==> src/include/scsi_setup_cfg.svh <==
`ifndef SCSI_SETUP_CFG_SVH
`define SCSI_SETUP_CFG_SVH
// register word addresses (byte address bits [6:2])
`define ADR_CMDLEN      5'h1A
`define ADR_PARITY      5'h19
`define ADR_INTMASK     5'h1B
`define ADR_DMAMODE     5'h1C
`define ADR_CONTROL     5'h1E
`define ADR_STATUS      5'h1F
// parity_config bits
`define PAR_SCSI_CHK    7
`define PAR_SCSI_GEN    6
`define PAR_ODD         5
`define PAR_MPU_CHK     4
`define PAR_MPU_GEN     3
`define PAR_DMA_CHK     1
`define PAR_DMA_GEN     0
// interrupt_group_mask
`define INT_MASTER      7
`define INT_GROUPS      6
// dma_mode_config
`define DMA_WIDE        5
`define DMA_BURST       4
// control register: write 1 applies parity setup
`define CTL_APPLY       0
`define RST_BYTE        8'h00
`endif

==> src/include/scsi_setup_pkg.sv <==
`default_nettype none
package scsi_setup_pkg;
   typedef enum logic [1:0] {DMA_IDLE, DMA_REQ, DMA_WAIT_RELEASE} dma_state_t;
   typedef enum logic [1:0] {PH_OTHER, PH_DATA, PH_MSG_STATUS_CMD} scsi_phase_t;
   typedef enum logic [1:0] {PORT_SCSI, PORT_MPU_REG, PORT_MPU_DATA, PORT_DMA} parity_port_t;
endpackage : scsi_setup_pkg
`default_nettype wire

==> src/include/parity_if.sv <==
`default_nettype none
interface parity_if;
   logic [7:0] parCfg;
   logic       applied;
   logic       extAccess;
   logic       initiator;
   logic       phaseData;
   logic       phaseCtl;
   logic       dirIn;
   logic       mpuRegWrite;
   logic       mpuRegRead;
   logic       mpuDataAccess;
   logic       dmaAccess;
   logic       scsiChk;
   logic       scsiGen;
   logic       mpuChk;
   logic       mpuGen;
   logic       dmaChk;
   logic       dmaGen;
   logic       oddParity;
   modport ctrl (output parCfg, applied, extAccess, initiator, phaseData, phaseCtl, dirIn,
                 output mpuRegWrite, mpuRegRead, mpuDataAccess, dmaAccess,
                 input scsiChk, scsiGen, mpuChk, mpuGen, dmaChk, dmaGen, oddParity);
   modport dec  (input parCfg, applied, extAccess, initiator, phaseData, phaseCtl, dirIn,
                 input mpuRegWrite, mpuRegRead, mpuDataAccess, dmaAccess,
                 output scsiChk, scsiGen, mpuChk, mpuGen, dmaChk, dmaGen, oddParity);
endinterface : parity_if
`default_nettype wire

==> src/rtl/parity_decode.sv <==
`include "scsi_setup_cfg.svh"
`default_nettype none
// pure decode of the applied parity setup into per-path enables
module parity_decode (
   parity_if.dec p
);
   logic live;
   always_comb begin
      // external bus cycles never check or generate
      live = p.applied && !p.extAccess;
      // scsi check: any data phase either way; msg/status/cmd only on input
      p.scsiChk = live && p.parCfg[`PAR_SCSI_CHK] &&
                  (p.phaseData || (p.phaseCtl && p.dirIn));
      p.scsiGen = live && p.parCfg[`PAR_SCSI_GEN] && p.phaseData;
      p.oddParity = p.parCfg[`PAR_ODD];
      p.mpuChk = live && p.parCfg[`PAR_MPU_CHK] &&
                 (p.mpuRegWrite || (p.mpuDataAccess && p.phaseData));
      // non-data register reads carry parity whenever live, register writes never
      p.mpuGen = live && ((p.mpuRegRead && !p.mpuDataAccess) ||
                 (p.parCfg[`PAR_MPU_GEN] && p.mpuDataAccess && p.phaseData));
      p.dmaChk = live && p.parCfg[`PAR_DMA_CHK] && p.dmaAccess && p.phaseData;
      p.dmaGen = live && p.parCfg[`PAR_DMA_GEN] && p.dmaAccess && p.phaseData;
   end
endmodule : parity_decode
`default_nettype wire

==> src/rtl/scsi_setup_regs.sv <==
// Chosen here: register access over Wishbone.
`include "scsi_setup_cfg.svh"
`default_nettype none
// Behaviour
// - no parity checking until parity setup is loaded and the apply command issued
// - parity generation enables act only during the scsi data phase, except processor generate on ordinary register reads
// - scsi check bit: check msg-in/status/cmd/msg-out input and data either direction
// - scsi generate bit: generate parity for data-phase bytes only
// - system parity type: one odd, zero even, for processor and dma buses
// - processor check: all register writes, and data-register access in data phase
// - processor generate: data-register access in program-transfer data phase
// - never generate on register writes; once the setup is applied, generate on every ordinary register read
// - dma check bit: check dma bus data both ways during dma data phase
// - dma generate bit: generate dma bus parity during dma data phase
// - no parity check or generate during external bus accesses
// - master enable clear masks all causes; set lets each group bit gate
// - top three interrupt code bits pick group enable bits zero to five
// - codes always recorded in status even when masked
// - low nibble: group 6 length, twice value in bytes, zero unspecified
// - high nibble: group 7 length, twice value in bytes, zero unspecified
// - dma width bit: one 16-bit, zero 8-bit
// - burst mode holds request while transfer possible; else handshake per word
// - to dma: data presented, then request, dropped on acknowledge (the code drives data and request in the same cycle)
// - from dma: request first, dropped on acknowledge, data taken then
// - next request waits until acknowledge is released
module scsi_setup_regs (
   input  wire  logic        clock,
   input  wire  logic        sys_rst,
   input  wire  logic        clkEn,
   // wishbone classic slave
   input  wire  logic        wbCyc,
   input  wire  logic        wbStb,
   input  wire  logic        wbWe,
   input  wire  logic [6:0]  wbAdr,
   input  wire  logic [3:0]  wbSel,
   input  wire  logic [31:0] wbDatW,
   output logic        [31:0] wbDatR,
   output logic              wbAck,
   // protocol-side context
   input  wire  logic        extAccess,
   input  wire  logic        initiator,
   input  wire  logic        phaseData,
   input  wire  logic        phaseCtl,
   input  wire  logic        dirIn,
   input  wire  logic        mpuRegWrite,
   input  wire  logic        mpuRegRead,
   input  wire  logic        mpuDataAccess,
   input  wire  logic        dmaAccess,
   // interrupt codes from the sequencer
   input  wire  logic        intCodeValid,
   input  wire  logic [7:0]  intCode,
   // dma data path
   input  wire  logic        xferPossible,
   input  wire  logic        toDma,
   input  wire  logic [15:0] txData,
   input  wire  logic [15:0] dmaDataIn,
   input  wire  logic        transfer_grant_in,
   output logic              transfer_request_out,
   output logic        [15:0] dmaDataOut,
   output logic              dmaDataOe,
   output logic        [15:0] rxData,
   output logic              rxValid,
   output logic              intOut,
   output logic              scsiChkEn,
   output logic              scsiGenEn,
   output logic              mpuChkEn,
   output logic              mpuGenEn,
   output logic              dmaChkEn,
   output logic              dmaGenEn,
   output logic              oddParity,
   output logic        [4:0] group6Bytes,
   output logic        [4:0] group7Bytes,
   output logic              dmaWide
);
   // ------------------------------------------------------------
   // state
   // ------------------------------------------------------------
   typedef struct packed {
      logic [7:0]                cmdLen;
      logic [7:0]                parCfg;
      logic [7:0]                parApplied;
      logic                      applied;
      logic [7:0]                intMask;
      logic [7:0]                dmaCfg;
      logic [7:0]                intStatus;
      logic                      intPend;
      scsi_setup_pkg::dma_state_t dma;
      logic                      ack;
      logic [31:0]               rdata;
      logic                      req;
      logic [15:0]               dout;
      logic                      doe;
      logic [15:0]               rx;
      logic                      rxv;
      logic                      irq;
      logic [6:0]                parOut;
      logic [4:0]                g6;
      logic [4:0]                g7;
      logic                      wide;
   } state_t;

   state_t s_q;
   state_t s_d;
   parity_if par ();

   assign par.parCfg        = s_q.parApplied;
   assign par.applied       = s_q.applied;
   assign par.extAccess     = extAccess;
   assign par.initiator     = initiator;
   assign par.phaseData     = phaseData;
   assign par.phaseCtl      = phaseCtl;
   assign par.dirIn         = dirIn;
   assign par.mpuRegWrite   = mpuRegWrite;
   assign par.mpuRegRead    = mpuRegRead;
   assign par.mpuDataAccess = mpuDataAccess;
   assign par.dmaAccess     = dmaAccess;

   parity_decode u_dec (
      .p (par.dec)
   );

   // ------------------------------------------------------------
   // next-state logic
   // ------------------------------------------------------------
   logic       req;
   logic [4:0] adr;
   logic [2:0] grp;
   logic       grpOn;
   logic [7:0] wbyte;

   always_comb begin
      s_d   = s_q;
      adr   = wbAdr[6:2];
      wbyte = wbDatW[7:0];
      req   = wbCyc && wbStb && !s_q.ack;
      s_d.ack = req;

      // single-cycle ack; byte lane 0 holds all data
      if (req) begin
         s_d.rdata = 32'h0000_0000;
         case (adr)
            `ADR_CMDLEN:  s_d.rdata[7:0] = s_q.cmdLen;
            `ADR_PARITY:  s_d.rdata[7:0] = s_q.parCfg;
            `ADR_INTMASK: s_d.rdata[7:0] = s_q.intMask;
            `ADR_DMAMODE: s_d.rdata[7:0] = s_q.dmaCfg;
            `ADR_CONTROL: s_d.rdata[0]   = s_q.applied;
            `ADR_STATUS:  s_d.rdata[7:0] = s_q.intStatus;
            default:      s_d.rdata      = 32'h0000_0000;
         endcase
         if (wbWe && wbSel[0]) begin
            case (adr)
               `ADR_CMDLEN:  s_d.cmdLen  = wbyte;
               // new setup waits for the apply command
               `ADR_PARITY:  s_d.parCfg  = wbyte;
               `ADR_INTMASK: s_d.intMask = wbyte;
               `ADR_DMAMODE: s_d.dmaCfg  = wbyte;
               `ADR_CONTROL: begin
                  if (wbyte[`CTL_APPLY]) begin
                     s_d.parApplied = s_q.parCfg;
                     s_d.applied    = 1'b1;
                  end
               end
               default: ;
            endcase
         end
      end

      // status read pops the pending code; a new code wins over the pop
      if (req && !wbWe && adr == `ADR_STATUS) begin
         s_d.intPend = 1'b0;
      end
      if (intCodeValid) begin
         s_d.intStatus = intCode;
         s_d.intPend   = 1'b1;
      end

      // interrupt gating from the current pending code
      grp   = s_q.intStatus[7:5];
      grpOn = (grp < 3'(`INT_GROUPS)) ? s_q.intMask[grp] : 1'b0;
      s_d.irq = s_q.intPend && s_q.intMask[`INT_MASTER] && grpOn;

      s_d.g6   = {s_q.cmdLen[3:0], 1'b0};
      s_d.g7   = {s_q.cmdLen[7:4], 1'b0};
      s_d.wide = s_q.dmaCfg[`DMA_WIDE];

      s_d.parOut = {par.scsiChk, par.scsiGen, par.mpuChk, par.mpuGen,
                    par.dmaChk, par.dmaGen, par.oddParity};

      // dma request/grant
      s_d.rxv = 1'b0;
      if (s_q.dmaCfg[`DMA_BURST]) begin
         // burst: request held while the core can move data
         s_d.req = xferPossible;
         s_d.doe = xferPossible && toDma;
         s_d.dout = txData;
         if (transfer_grant_in && !toDma) begin
            s_d.rx  = dmaDataIn;
            s_d.rxv = 1'b1;
         end
         s_d.dma = scsi_setup_pkg::DMA_IDLE;
      end else begin
         case (s_q.dma)
            scsi_setup_pkg::DMA_IDLE: begin
               s_d.req = 1'b0;
               if (xferPossible && !transfer_grant_in) begin
                  // outbound data is on the bus with the request edge
                  s_d.dout = txData;
                  s_d.doe  = toDma;
                  s_d.req  = 1'b1;
                  s_d.dma  = scsi_setup_pkg::DMA_REQ;
               end
            end
            scsi_setup_pkg::DMA_REQ: begin
               if (transfer_grant_in) begin
                  s_d.req = 1'b0;
                  if (!toDma) begin
                     s_d.rx  = dmaDataIn;
                     s_d.rxv = 1'b1;
                  end
                  s_d.dma = scsi_setup_pkg::DMA_WAIT_RELEASE;
               end
            end
            scsi_setup_pkg::DMA_WAIT_RELEASE: begin
               s_d.doe = 1'b0;
               if (!transfer_grant_in) begin
                  s_d.dma = scsi_setup_pkg::DMA_IDLE;
               end
            end
            default: s_d.dma = scsi_setup_pkg::DMA_IDLE;
         endcase
      end
   end

   // ------------------------------------------------------------
   // registers
   // ------------------------------------------------------------
   always_ff @(posedge clock) begin
      if (sys_rst) begin
         s_q <= '0;
      end else if (clkEn) begin
         s_q <= s_d;
      end
   end

   assign wbAck                = s_q.ack;
   assign wbDatR               = s_q.rdata;
   assign transfer_request_out = s_q.req;
   assign dmaDataOut           = s_q.dout;
   assign dmaDataOe            = s_q.doe;
   assign rxData               = s_q.rx;
   assign rxValid              = s_q.rxv;
   assign intOut               = s_q.irq;
   assign scsiChkEn            = s_q.parOut[6];
   assign scsiGenEn            = s_q.parOut[5];
   assign mpuChkEn             = s_q.parOut[4];
   assign mpuGenEn             = s_q.parOut[3];
   assign dmaChkEn             = s_q.parOut[2];
   assign dmaGenEn             = s_q.parOut[1];
   assign oddParity            = s_q.parOut[0];
   assign group6Bytes          = s_q.g6;
   assign group7Bytes          = s_q.g7;
   assign dmaWide              = s_q.wide;
endmodule : scsi_setup_regs
`default_nettype wire

==> config.mk <==
export PLATFORM = sky130hd
export DESIGN_NAME = scsi_setup_regs
export DESIGN_NICKNAME = d
export VERILOG_FILES = /design/src/include/scsi_setup_pkg.sv /design/src/include/parity_if.sv /design/src/rtl/parity_decode.sv /design/src/rtl/scsi_setup_regs.sv
export VERILOG_INCLUDE_DIRS = /design/src /design/src/include
export SDC_FILE = /design/constraint.sdc
export NUM_CORES = 1
export LEC_CHECK = 0
export ABC_AREA = 0
export BUFFER_PORTS_ARGS = -buffer_cell sky130_fd_sc_hd__buf_4
export CAP_MARGIN = 20
export CORE_MARGIN = 1
export CORE_UTILIZATION = 40
export DETAILED_ROUTE_END_ITERATION = 10
export GPL_TIMING_DRIVEN = 0
export PLACE_DENSITY = 0.7
export SYNTH_ARGS = -nofsm -noshare
export SYNTH_HDL_FRONTEND = slang
export SYNTH_SLANG_ARGS = --single-unit
==> constraint.sdc <==
create_clock -name clock -period 2 [get_ports clock]
set_input_delay 0.5 -clock clock [delete_from_list [all_inputs] [get_ports clock]]
set_output_delay 0.5 -clock clock [all_outputs]
set_load 0.01 [all_outputs]
==> metrics.md, run 1 <==
| Metric | Value |
|---|---|
| Run status | finished, final reports clean |
| Largest net degree at the start of global routing | 22 |
| First-pass GRT wire length | 21,000 um |
| Post-Syn Area | 5110 um^2 |
| Iteration-0 DRC Markers | 265 |
| Initial antenna violation count | 0 |
| Vias in the first global route | 3,996 |
| Yosys warns | 0 |
| CP peak stage delay | 0.77 ns |
| Tmin final | 1.87 ns |
| Post-CTS Hold Fix Bufs | 0 |
| Placed Area | 6380 um^2 |
| Die H | 115 um |
| Routed WL | 13,500 um |
| Post-route ant nets | 0 |
| LEAKAGE | 3.06 nW |
| Relative slew slack | 0.444 |
| CP required | 2.23 ns |
| Most frequent cells in the layout | buf_4, dfxtp_1, nor2_1 |
| WP depth | 4 |
| Avg WL per Cell | 14.9 um |
| Critical path, cell by cell | nand4b_4 > nor4_4 > mux2i_1 > nor2_1 |
| Min-delay worst type | primary input to flip-flop |
| Ratio of cells with drive above 1 in the final layout | 0.324 |
| Critical path endpoint | s_d[2] |
| CP Capture Type | flip-flop |
| Tcrit/Tclk final | 0.935 |
| H-tree Lvls | 3 |
| RSZ-0062 raised after global routing | false |
| Num rows | 40 |
| Sequential fraction of the synthesis area | 0.439 |
| DRC violation count after routing | 0 |
| Most common cell after layout, fill and taps aside | buf_4 |
| Metal2 WL | 6420 um |
| Worst Max-Slew Pin Slew | 0.828 ns |
| Final hold vios | 0 |
| Crit path from | wbAck |
| Worst R2R Start | wbAck |
| Primary FF master, synth | dfxtp_1 |
| WP data arrival | 2.10 ns |
| WL met1 | 6160 um |
| Post-route cell area | 6710 um^2 |
| Post-synth ARST share | 0 |
| DIE AREA | 13,200 um^2 |
| Initial DRT Pass Iterations | 5 |
| Routability cong. | 0.876 |
| Clock Skew | 0.0108 ns |
| CTS tree | yes |
| FF-to-FF path depth | 4 |
| Worst-Skew Late Latency | 0.36 ns |
| Root Driver | clkbuf_16 |
| PwrDens | 683 nW/um^2 |
| Via count | 4,371 |
| Core area | 12,200 um^2 |
| Clock sinks | 112 |
| Final Total Pwr | 4.58 mW |
| CP top delay family | simple AND/OR/NAND/NOR gates |
| Final setup viols | 0 |
| Avg Cell Area, Syn | 9.03 um^2 |
| Unique masters post-synth | 45 |
| DR top layer | met4 |
| DR WL met3 | 819 um |
| Maximum vdd drop | 493 uV |
| Setup CP Type | flip-flop to flip-flop |
| Number of vias per cell | 4.83 |
| Worst R2R End | s_d[2] |
| Post-synth EDFFs | 0 |
| Clk slew on worst S/H paths | 0.08 ns |
| Reg-to-reg slack, setup | 0.13 ns |
| Crit-path max FO | 8 |
| Fin nets | 834 |
| Critical-path top delay cell | nor4_4 |
| Fillcell total | 1,142 |
| GR Overflow Total | 0 |
| Total CTS buffers | 9 |
| Post-DP HPWL | 10,200 um |
| Max-Cap Viols | 0 |
| Die width | 115 um |
| Total track usage | 0.208 |
| N_diodes | 0 |
| Post-synthesis cell count | 566 |
| Io pins | 189 |
| Setup TNS | 0 ns |
| Final hold slack | 0.369 ns |
| Initial core utilization | 0.418 |
| Synth-to-layout area growth | 31.3% |
| Max-slew violations | 0 |
| PortBufs | 129 |
| Highest Clock Rate | 0.535 GHz |
| CTS max path bufs | 2 |
| Startpoint types | flip-flop |
| Bufs and invs on worst path | 0 |
| Synth Register Bits | 112 |
==> metrics by stage <==
step | std cells | worst slack [ns] | util
3_3_place_gp | 888 | -0.266 | 0.523
4_1_cts | 905 | 0.0911 | 0.549
5_1_grt | 905 | 0.0118 | 0.549
3_5_place_dp | 888 | -0.251 | 0.523
2_1_floorplan | 591 | 0.0861 | -
6_report | 905 | 0.131 | 0.549
==> how the worst min path moves through the flow <==
stage,start,end,slack [ns],depth (start not counted)
after floorplan,s_q[90],s_q[90],0.43,2
after global placement,dmaDataOut[1],dmaDataOut[1],0.44,2
after detailed placement,dmaDataOut[0],dmaDataOut[0],0.45,2
after CTS,dmaDataIn[15],rxData[15],0.36,3
after global routing,dmaDataIn[10],rxData[10],0.38,3
final,dmaDataIn[15],rxData[15],0.37,3
==> worst register-to-register path, cell delays in order, from the launching register on <==
cell and delay (ns):
dfxtp_1 0.36, nand4b_4 0.29, nor4_4 0.77, mux2i_1 0.27, nor2_1 0.06
==> cell families (layout without fill, tap and decap cells) <==
group	count (synthesis)	in the layout	synth area share
flip-flops	112	112	0.439
AO/OA/AOI/OAI	76	76	0.0936
other	1	26	0.000734
multiplexers	77	77	0.151
buffers and inverters	111	257	0.139
AND/OR/NAND/NOR	189	189	0.176
==> state kept, by name, summed over array words and instances, names as in the netlist, 3 cells and up <==
| signal | flops |
|---|---|
| par.parCfg | 7 |
| group7Bytes | 4 |
| s_d | 9 |
| wbDatR | 8 |
| rxData | 16 |
| grp | 3 |
| group6Bytes | 4 |
| dmaDataOut | 16 |
| s_q | 31 |
==> synthesized netlist by cell type (4+ instances only) <==
master / n / area share
nor4_4: 4 / 0.017
nor2_1: 100 / 0.073
a211oi_1: 11 / 0.016
a221oi_1: 4 / 0.0069
nand4_1: 4 / 0.0049
clkbuf_1: 19 / 0.014
a32oi_1: 4 / 0.0069
dfxtp_1: 112 / 0.44
inv_1: 5 / 0.0037
mux2i_1: 76 / 0.15
a21oi_1: 41 / 0.040
buf_2: 8 / 0.0078
nand3_1: 14 / 0.014
nand2_1: 49 / 0.036
buf_4: 74 / 0.11
==> final cells by class <==
class                   instances  area (um^2)  share of cell area
plain buffers                 104          686               0.102
clock buffers                   9          225              0.0336
clock inverters                 7         76.3              0.0114
inverters                       7         26.3             0.00392
multi-input cells             368         2250               0.336
flip-flops and latches        112         2240               0.334
well taps                     168          210              0.0313
repair buffers                130          988               0.147
==> layer usage <==
| layer | GRT usage | up-vias |
|---|---|---|
| li1 | - | 2166 |
| met1 | 0.275 | 2047 |
| met2 | 0.345 | 145 |
| met3 | 0.0480 | 13 |
| met4 | 0.0485 | 0 |
| met5 | 0 | - |
==> report_power, final <==
group | total (mW) | switching (mW) | internal, mW
clock | 1.81 | 0.920 | 0.886
sequential | 2.29 | 0.0252 | 2.26
combinational | 0.485 | 0.248 | 0.238
total | 4.58 | 1.19 | 3.39
==> timing repair <==
action,CTS,global route
resized for setup,0,1
setup buffers,1,0
setup endpoints to repair,8,11
pin swaps,1,1
Note: power is estimated with default switching activity, not from simulation.
==> run 2, diff against run 1 <==
ABC_AREA = 1   (was 0)
HOLD_SLACK_MARGIN = 0.06   (was default)
==> metrics.md, run 2 <==
| Metric | Value |
|---|---|
| Fillcell total | 1,263 (was 1,142) |
| GR Overflow Total | 0 (unchanged) |
| First-pass GRT wire length | 21,700 um (was 21,000 um) |
| Post-Syn Area | 5130 um^2 (was 5110 um^2) |
| Clk slew on worst S/H paths | 0.08 ns (about the same) |
| CP peak stage delay | 0.32 ns (was 0.77 ns) |
| Run status | finished, final reports clean (unchanged) |
| Post-route cell area | 6710 um^2 (about the same) |
| CTS max path bufs | 2 (unchanged) |
| Relative slew slack | 0.583 (was 0.444) |
| Die H | 115 um (about the same) |
| Bufs and invs on worst path | 4 (was 0) |
| Min-delay worst type | primary input to flip-flop (unchanged) |
| Yosys top cell by area | dfxtp_1 (unchanged) |
| Ratio of cells with drive above 1 in the final layout | 0.278 (was 0.324) |
| Register area | 2240 um^2 (unchanged) |
| Setup TNS | 0 ns (unchanged) |
| Most frequent cells after synthesis | nor2_1, dfxtp_1, o21ai_0 (was dfxtp_1, nor2_1, mux2i_1) |
| Avg WL per Cell | 12.9 um (was 14.9 um) |
| Clock sinks | 112 (unchanged) |
| Post-CTS Setup Inserts | 0 (was 1) |
| Most Frequent Cell on Critical Path | buf_4 |
| Final setup viols | 0 (unchanged) |
| Maximum vdd drop | 443 uV (was 493 uV) |
| Most frequent cells in the layout | buf_4, nor2_1, dfxtp_1 (was buf_4, dfxtp_1, nor2_1) |
| WP data arrival | 1.79 ns (was 2.10 ns) |
| Initial DRT Pass Iterations | 5 (unchanged) |
| Post-route ant nets | 0 (unchanged) |
| Fin nets | 987 (was 834) |
| Max-slew violations | 0 (unchanged) |
| Largest net degree at the start of global routing | 20 (was 22) |
| Unique masters post-synth | 25 (was 45) |
| Total CTS buffers | 9 (unchanged) |
| Total track usage | 0.214 (was 0.208) |
| Most common cell after layout, fill and taps aside | buf_4 (unchanged) |
| DR WL met3 | 927 um (was 819 um) |
| LEAKAGE | 3.01 nW (was 3.06 nW) |
| Multi-input logic area | 2100 um^2 (was 2250 um^2) |
| Clock Skew | 0.00979 ns (was 0.0108 ns) |
| Vias in the first global route | 4,459 (was 3,996) |
| Startpoint types | primary input (was flip-flop) |
| Top post-synthesis cells by area | dfxtp_1, nor2_1, buf_4 (was dfxtp_1, mux2i_1, buf_4) |
| Critical path, cell by cell | buf_4 > buf_4 > nand4_4 > inv_1 > buf_2 > nand2_1 > nor2_1 > a21oi_1 (was nand4b_4 > nor4_4 > mux2i_1 > nor2_1) |
| Post-synthesis cell count | 717 (was 566) |
| Initial antenna violation count | 0 (unchanged) |
| Yosys top cell area share | 0.437 (was 0.439) |
| DR top layer | met4 (unchanged) |
| Placed Area | 6430 um^2 (was 6380 um^2) |
| RSZ-0062 raised after global routing | false (unchanged) |
| Post-synth EDFFs | 0 (unchanged) |
| Io pins | 189 (unchanged) |
| Max-Cap Viols | 0 (unchanged) |
| Final Total Pwr | 4.71 mW (was 4.58 mW) |
| Core area | 12,600 um^2 (was 12,200 um^2) |
| Final hold vios | 0 (unchanged) |
| Primary FF master, synth | dfxtp_1 (unchanged) |
| Post-CTS Hold Fix Bufs | 0 (unchanged) |
| Sequential fraction of the synthesis area | 0.437 (was 0.439) |
| Yosys warns | 0 (unchanged) |
| Tmin final | 1.54 ns (was 1.87 ns) |
| Max reg flops | 31 (unchanged) |
| Post-DP HPWL | 10,500 um (was 10,200 um) |
| Iteration-0 DRC Markers | 314 (was 265) |
| Root Driver | clkbuf_16 (unchanged) |
| Synth Register Bits | 112 (unchanged) |
| Via count | 4,838 (was 4,371) |
| Critical-path top delay cell | inv_1 (was nor4_4) |
| PortBufs | 132 (was 129) |
| WL met1 | 6270 um (was 6160 um) |
| DRC violation count after routing | 0 (unchanged) |
| Fin util | 0.534 (was 0.549) |
| Largest Register | s_q (unchanged) |
| CP required | 2.25 ns (was 2.23 ns) |
| CTS tree | yes (unchanged) |
| Post-synth ARST share | 0 (unchanged) |
| Setup CP Type | primary input to flip-flop (was flip-flop to flip-flop) |
| Num rows | 41 (was 40) |
| Worst-Skew Late Latency | 0.35 ns (was 0.36 ns) |
| Avg Cell Area, Syn | 7.16 um^2 (was 9.03 um^2) |
| Routability cong. | 0.872 (was 0.876) |
| Die width | 115 um (about the same) |
| PwrDens | 701 nW/um^2 (was 683 nW/um^2) |
| H-tree Lvls | 3 (unchanged) |
| Metal2 WL | 6300 um (was 6420 um) |
| DIE AREA | 13,300 um^2 (was 13,200 um^2) |
| Tcrit/Tclk final | 0.772 (was 0.935) |
| Number of vias per cell | 4.56 (was 4.83) |
| CP Capture Type | flip-flop (unchanged) |
| Routed WL | 13,700 um (was 13,500 um) |
| Synth-to-layout area growth | 30.8% (was 31.3%) |
| Highest Clock Rate | 0.647 GHz (was 0.535 GHz) |
| CP top delay family | buffers and inverters (was simple AND/OR/NAND/NOR gates) |
| Crit-path max FO | 10 (was 8) |
| Final hold slack | 0.328 ns (was 0.369 ns) |
| Worst Max-Slew Pin Slew | 0.626 ns (was 0.828 ns) |
| Most common cell in the netlist | nor2_1 (was dfxtp_1) |
| CTS resizes | 0 (unchanged) |
| Initial core utilization | 0.408 (was 0.418) |
| N_diodes | 0 (unchanged) |
==> run 2: changes by cell type in the layout (fill, tap and decap cells not counted), moves of 7 or more <==
cell      delta
mux2i_1     -76
o21ai_0    +103
nor2_1      +67
nand2_1     +34
nand4_1      +7
a211oi_1    -10
inv_1       +46
==> run 2: where the power goes <==
group | switching, mW | internal, mW | leakage, nW
clock | 0.853 | 0.855 | 0.128
sequential | 0.0427 | 2.30 | 0.909
combinational | 0.330 | 0.327 | 1.97
total | 1.23 | 3.48 | 3.01
==> run 2: path summary, 6_finish.rpt <==
kind | start | end | slack (ns) | cells after the start
max | clkEn | wbDatR[6] | 0.46 | 8
min | sys_rst | dmaGenEn | 0.33 | 2
max reg2reg | wbAck | wbDatR[6] | 0.50 | 7
min reg2reg | dmaDataOut[9] | dmaDataOut[9] | 0.44 | 2
==> run 2: final cells by class <==
cell class | count | area share
Clock inverter | 7 | 0.00802
Inverter | 59 | 0.0330
Clock buffer | 9 | 0.0336
Multi-Input combinational cell | 474 | 0.313
Tap cell | 172 | 0.0321
Buffer | 97 | 0.0983
Timing Repair Buffer | 132 | 0.148
Sequential cell | 112 | 0.334
==> run 2: worst register-to-register path, cell delays in order, from the launching register on <==
cell     delay, ns
dfxtp_1       0.33
inv_1         0.09
nand4_4       0.14
inv_1         0.32
buf_2         0.27
nand2_1       0.08
nor2_1        0.10
a21oi_1       0.06
==> run 2: cells by family after synthesis <==
family,synth area share
buffers and inverters,0.172
and+or+nand+nor,0.240
AOI/OAI and AO/OA,0.151
DFF,0.437
other,0.000731
==> run 2: routing by layer <==
metal	vias to the layer above	GRT usage
met5	-	0
met4	0	0.0580
met3	15	0.0538
met2	168	0.361
met1	2119	0.271
li1	2536	-
==> run 2: metrics by stage <==
stage          cells  setup slack, ns
2_1_floorplan    742            0.556
3_3_place_gp    1046           0.0862
3_5_place_dp    1046           0.0897
4_1_cts         1062            0.462
5_1_grt         1062            0.312
6_report        1062            0.455
==> run 3, diff against run 2 <==
PLACE_DENSITY = 0.67   (was 0.7)
clock period = 1.45 ns   (was 2 ns; I/O delays follow)
==> metrics.md, run 3 (synthesized netlist as in run 2, its figures left out) <==
| Metric | Value |
|---|---|
| DIE AREA | 13,300 um^2 (unchanged) |
| GR Overflow Total | 0 (unchanged) |
| Setup TNS | 0 ns (unchanged) |
| Placed Area | 6430 um^2 (unchanged) |
| N_diodes | 0 (unchanged) |
| Final hold vios | 0 (unchanged) |
| CP Capture Type | flip-flop (unchanged) |
| Fin nets | 995 (was 987) |
| Num rows | 41 (unchanged) |
| Core area | 12,600 um^2 (unchanged) |
| Iteration-0 DRC Markers | 311 (was 314) |
| PwrDens | 1030 nW/um^2 (was 701 nW/um^2) |
| CP required | 1.70 ns (was 2.25 ns) |
| Maximum vdd drop | 578 uV (was 443 uV) |
| Final Total Pwr | 7.10 mW (was 4.71 mW) |
| Dpl ws | -0.315 ns (was 0.0897 ns) |
| Ratio of cells with drive above 1 in the final layout | 0.297 (was 0.278) |
| Worst-Skew Late Latency | 0.36 ns (was 0.35 ns) |
| Clk slew on worst S/H paths | 0.08 ns (about the same) |
| Most frequent cells in the layout | buf_4, nor2_1, dfxtp_1 (unchanged) |
| RSZ-0062 raised after global routing | true (was false) |
| Max-Cap Viols | 0 (unchanged) |
| Largest net degree at the start of global routing | 18 (was 20) |
| Via count | 4,915 (was 4,838) |
| Run status | finished, final reports clean (unchanged) |
| Bufs and invs on worst path | 3 (was 4) |
| Synth-to-layout area growth | 34.7% (was 30.8%) |
| Tcrit/Tclk final | 0.941 |
| Critical path, cell by cell | inv_2 > nand4_4 > nor2_4 > buf_6 > buf_12 > nand2_4 > o21ai_0 > nor2_1 (was buf_4 > buf_4 > nand4_4 > inv_1 > buf_2 > nand2_1 > nor2_1 > a21oi_1) |
| Largest Register | s_q (unchanged) |
| Crit-path max FO | 9 (was 10) |
| Placed cell count | 1,046 (unchanged) |
| PnR worst setup slack | 0.0852 ns (was 0.455 ns) |
| Tmin final | 1.36 ns |
| Root Driver | clkbuf_16 (unchanged) |
| Io pins | 189 (unchanged) |
| Critical-path top delay cell | dfxtp_2 (was inv_1) |
| Min-delay worst type | primary input to flip-flop (unchanged) |
| Die width | 115 um (unchanged) |
| Most common cell after layout, fill and taps aside | buf_4 (unchanged) |
| CP peak stage delay | 0.33 ns (was 0.32 ns) |
| Highest Clock Rate | 0.733 GHz |
| Avg WL per Cell | 13.1 um (was 12.9 um) |
| Total track usage | 0.216 (was 0.214) |
| Clock Skew | 0.0110 ns (was 0.00979 ns) |
| CTS tree | yes (unchanged) |
| Fin util | 0.550 (was 0.534) |
| Clock sinks | 112 (unchanged) |
| Routed WL | 14,000 um (was 13,700 um) |
| Setup CP Type | flip-flop to flip-flop (was primary input to flip-flop) |
| Die H | 115 um (unchanged) |
| Number of vias per cell | 4.59 (was 4.56) |
| Worst Max-Slew Pin Slew | 0.648 ns (was 0.626 ns) |
| Post-CTS Hold Fix Bufs | 0 (unchanged) |
| Max-slew violations | 0 (unchanged) |
| Fillcell total | 1,308 (was 1,263) |
| Max reg flops | 31 (unchanged) |
| Fin cells | 1,070 (was 1,062) |
| Initial DRT Pass Iterations | 5 (unchanged) |
| Vias in the first global route | 4,421 (was 4,459) |
| Post-route ant nets | 0 (unchanged) |
| Final setup viols | 0 (unchanged) |
| Total CTS buffers | 9 (unchanged) |
| LEAKAGE | 3.13 nW (was 3.01 nW) |
| Post-DP HPWL | 10,600 um (was 10,500 um) |
| CP top delay family | simple AND/OR/NAND/NOR gates (was buffers and inverters) |
| Initial antenna violation count | 0 (unchanged) |
| DRC violation count after routing | 0 (unchanged) |
| Initial core utilization | 0.408 (unchanged) |
| CTS max path bufs | 2 (unchanged) |
| Relative slew slack | 0.568 (was 0.583) |
| Startpoint types | flip-flop (was primary input) |
| First-pass GRT wire length | 22,000 um (was 21,700 um) |
| Routability cong. | 0.865 (was 0.872) |
| PortBufs | 132 (unchanged) |
| Post-route cell area | 6910 um^2 (was 6710 um^2) |
| WP data arrival | 1.62 ns (was 1.79 ns) |
| H-tree Lvls | 3 (unchanged) |
| Final hold slack | 0.186 ns (was 0.328 ns) |
==> run 3: cell types whose count changed in the layout (fill, tap and decap cells not counted), moves of 3 or more <==
cell / previous run / this run
clkbuf_1: 17 / 14
buf_4: 208 / 216
o21ai_1: 0 / 5
nand2_4: 0 / 3
dfxtp_2: 0 / 3
dfxtp_1: 112 / 109
bufinv_16: 0 / 3
o21ai_0: 106 / 100
==> run 3: final timing paths <==
check	startpoint	end	slack, ns	depth (start not counted)
worst min register to register	dmaDataOut[11]	dmaDataOut[11]	0.45	2
worst max-delay path	wbAck	s_q[105]	0.09	8
worst min-delay path	sys_rst	dmaGenEn	0.19	2
worst max register to register	wbAck	s_q[105]	0.09	8
==> run 3: cell type report <==
type | count | area [um^2] | share of cell area
Buffer | 97 | 668 | 0.0967
Multi-Input combinational cell | 474 | 2130 | 0.308
Timing Repair Buffer | 140 | 1060 | 0.154
Tap cell | 172 | 215 | 0.0311
Clock inverter | 5 | 103 | 0.0148
Clock buffer | 11 | 253 | 0.0366
Sequential cell | 112 | 2250 | 0.325
Inverter | 59 | 230 | 0.0333
==> run 3: routing by layer <==
metal  vias to the layer above  wire, um  global-route usage
met2                       167      6420               0.360
li1                       2541         -                   -
met4                         0       240              0.0779
met1                      2188      6360               0.282
met5                         -         0                   0
met3                        19       982              0.0374
==> run 3: power by group <==
part	total, mW	switching [mW]	leakage, nW	internal [mW]
clock network	2.94	1.16	0.172	1.78
logic	0.927	0.463	2.05	0.465
registers	3.23	0.0590	0.911	3.17
total	7.10	1.68	3.13	5.42
==> run 3: what timing repair did <==
| item | 4_1_cts | 5_1_grt |
|---|---|---|
| pin swaps | 0 | 4 |
| resized for setup | 6 | 22 |
| buffers inserted | 0 | 8 |
| setup endpoints to repair | 16 | 49 |
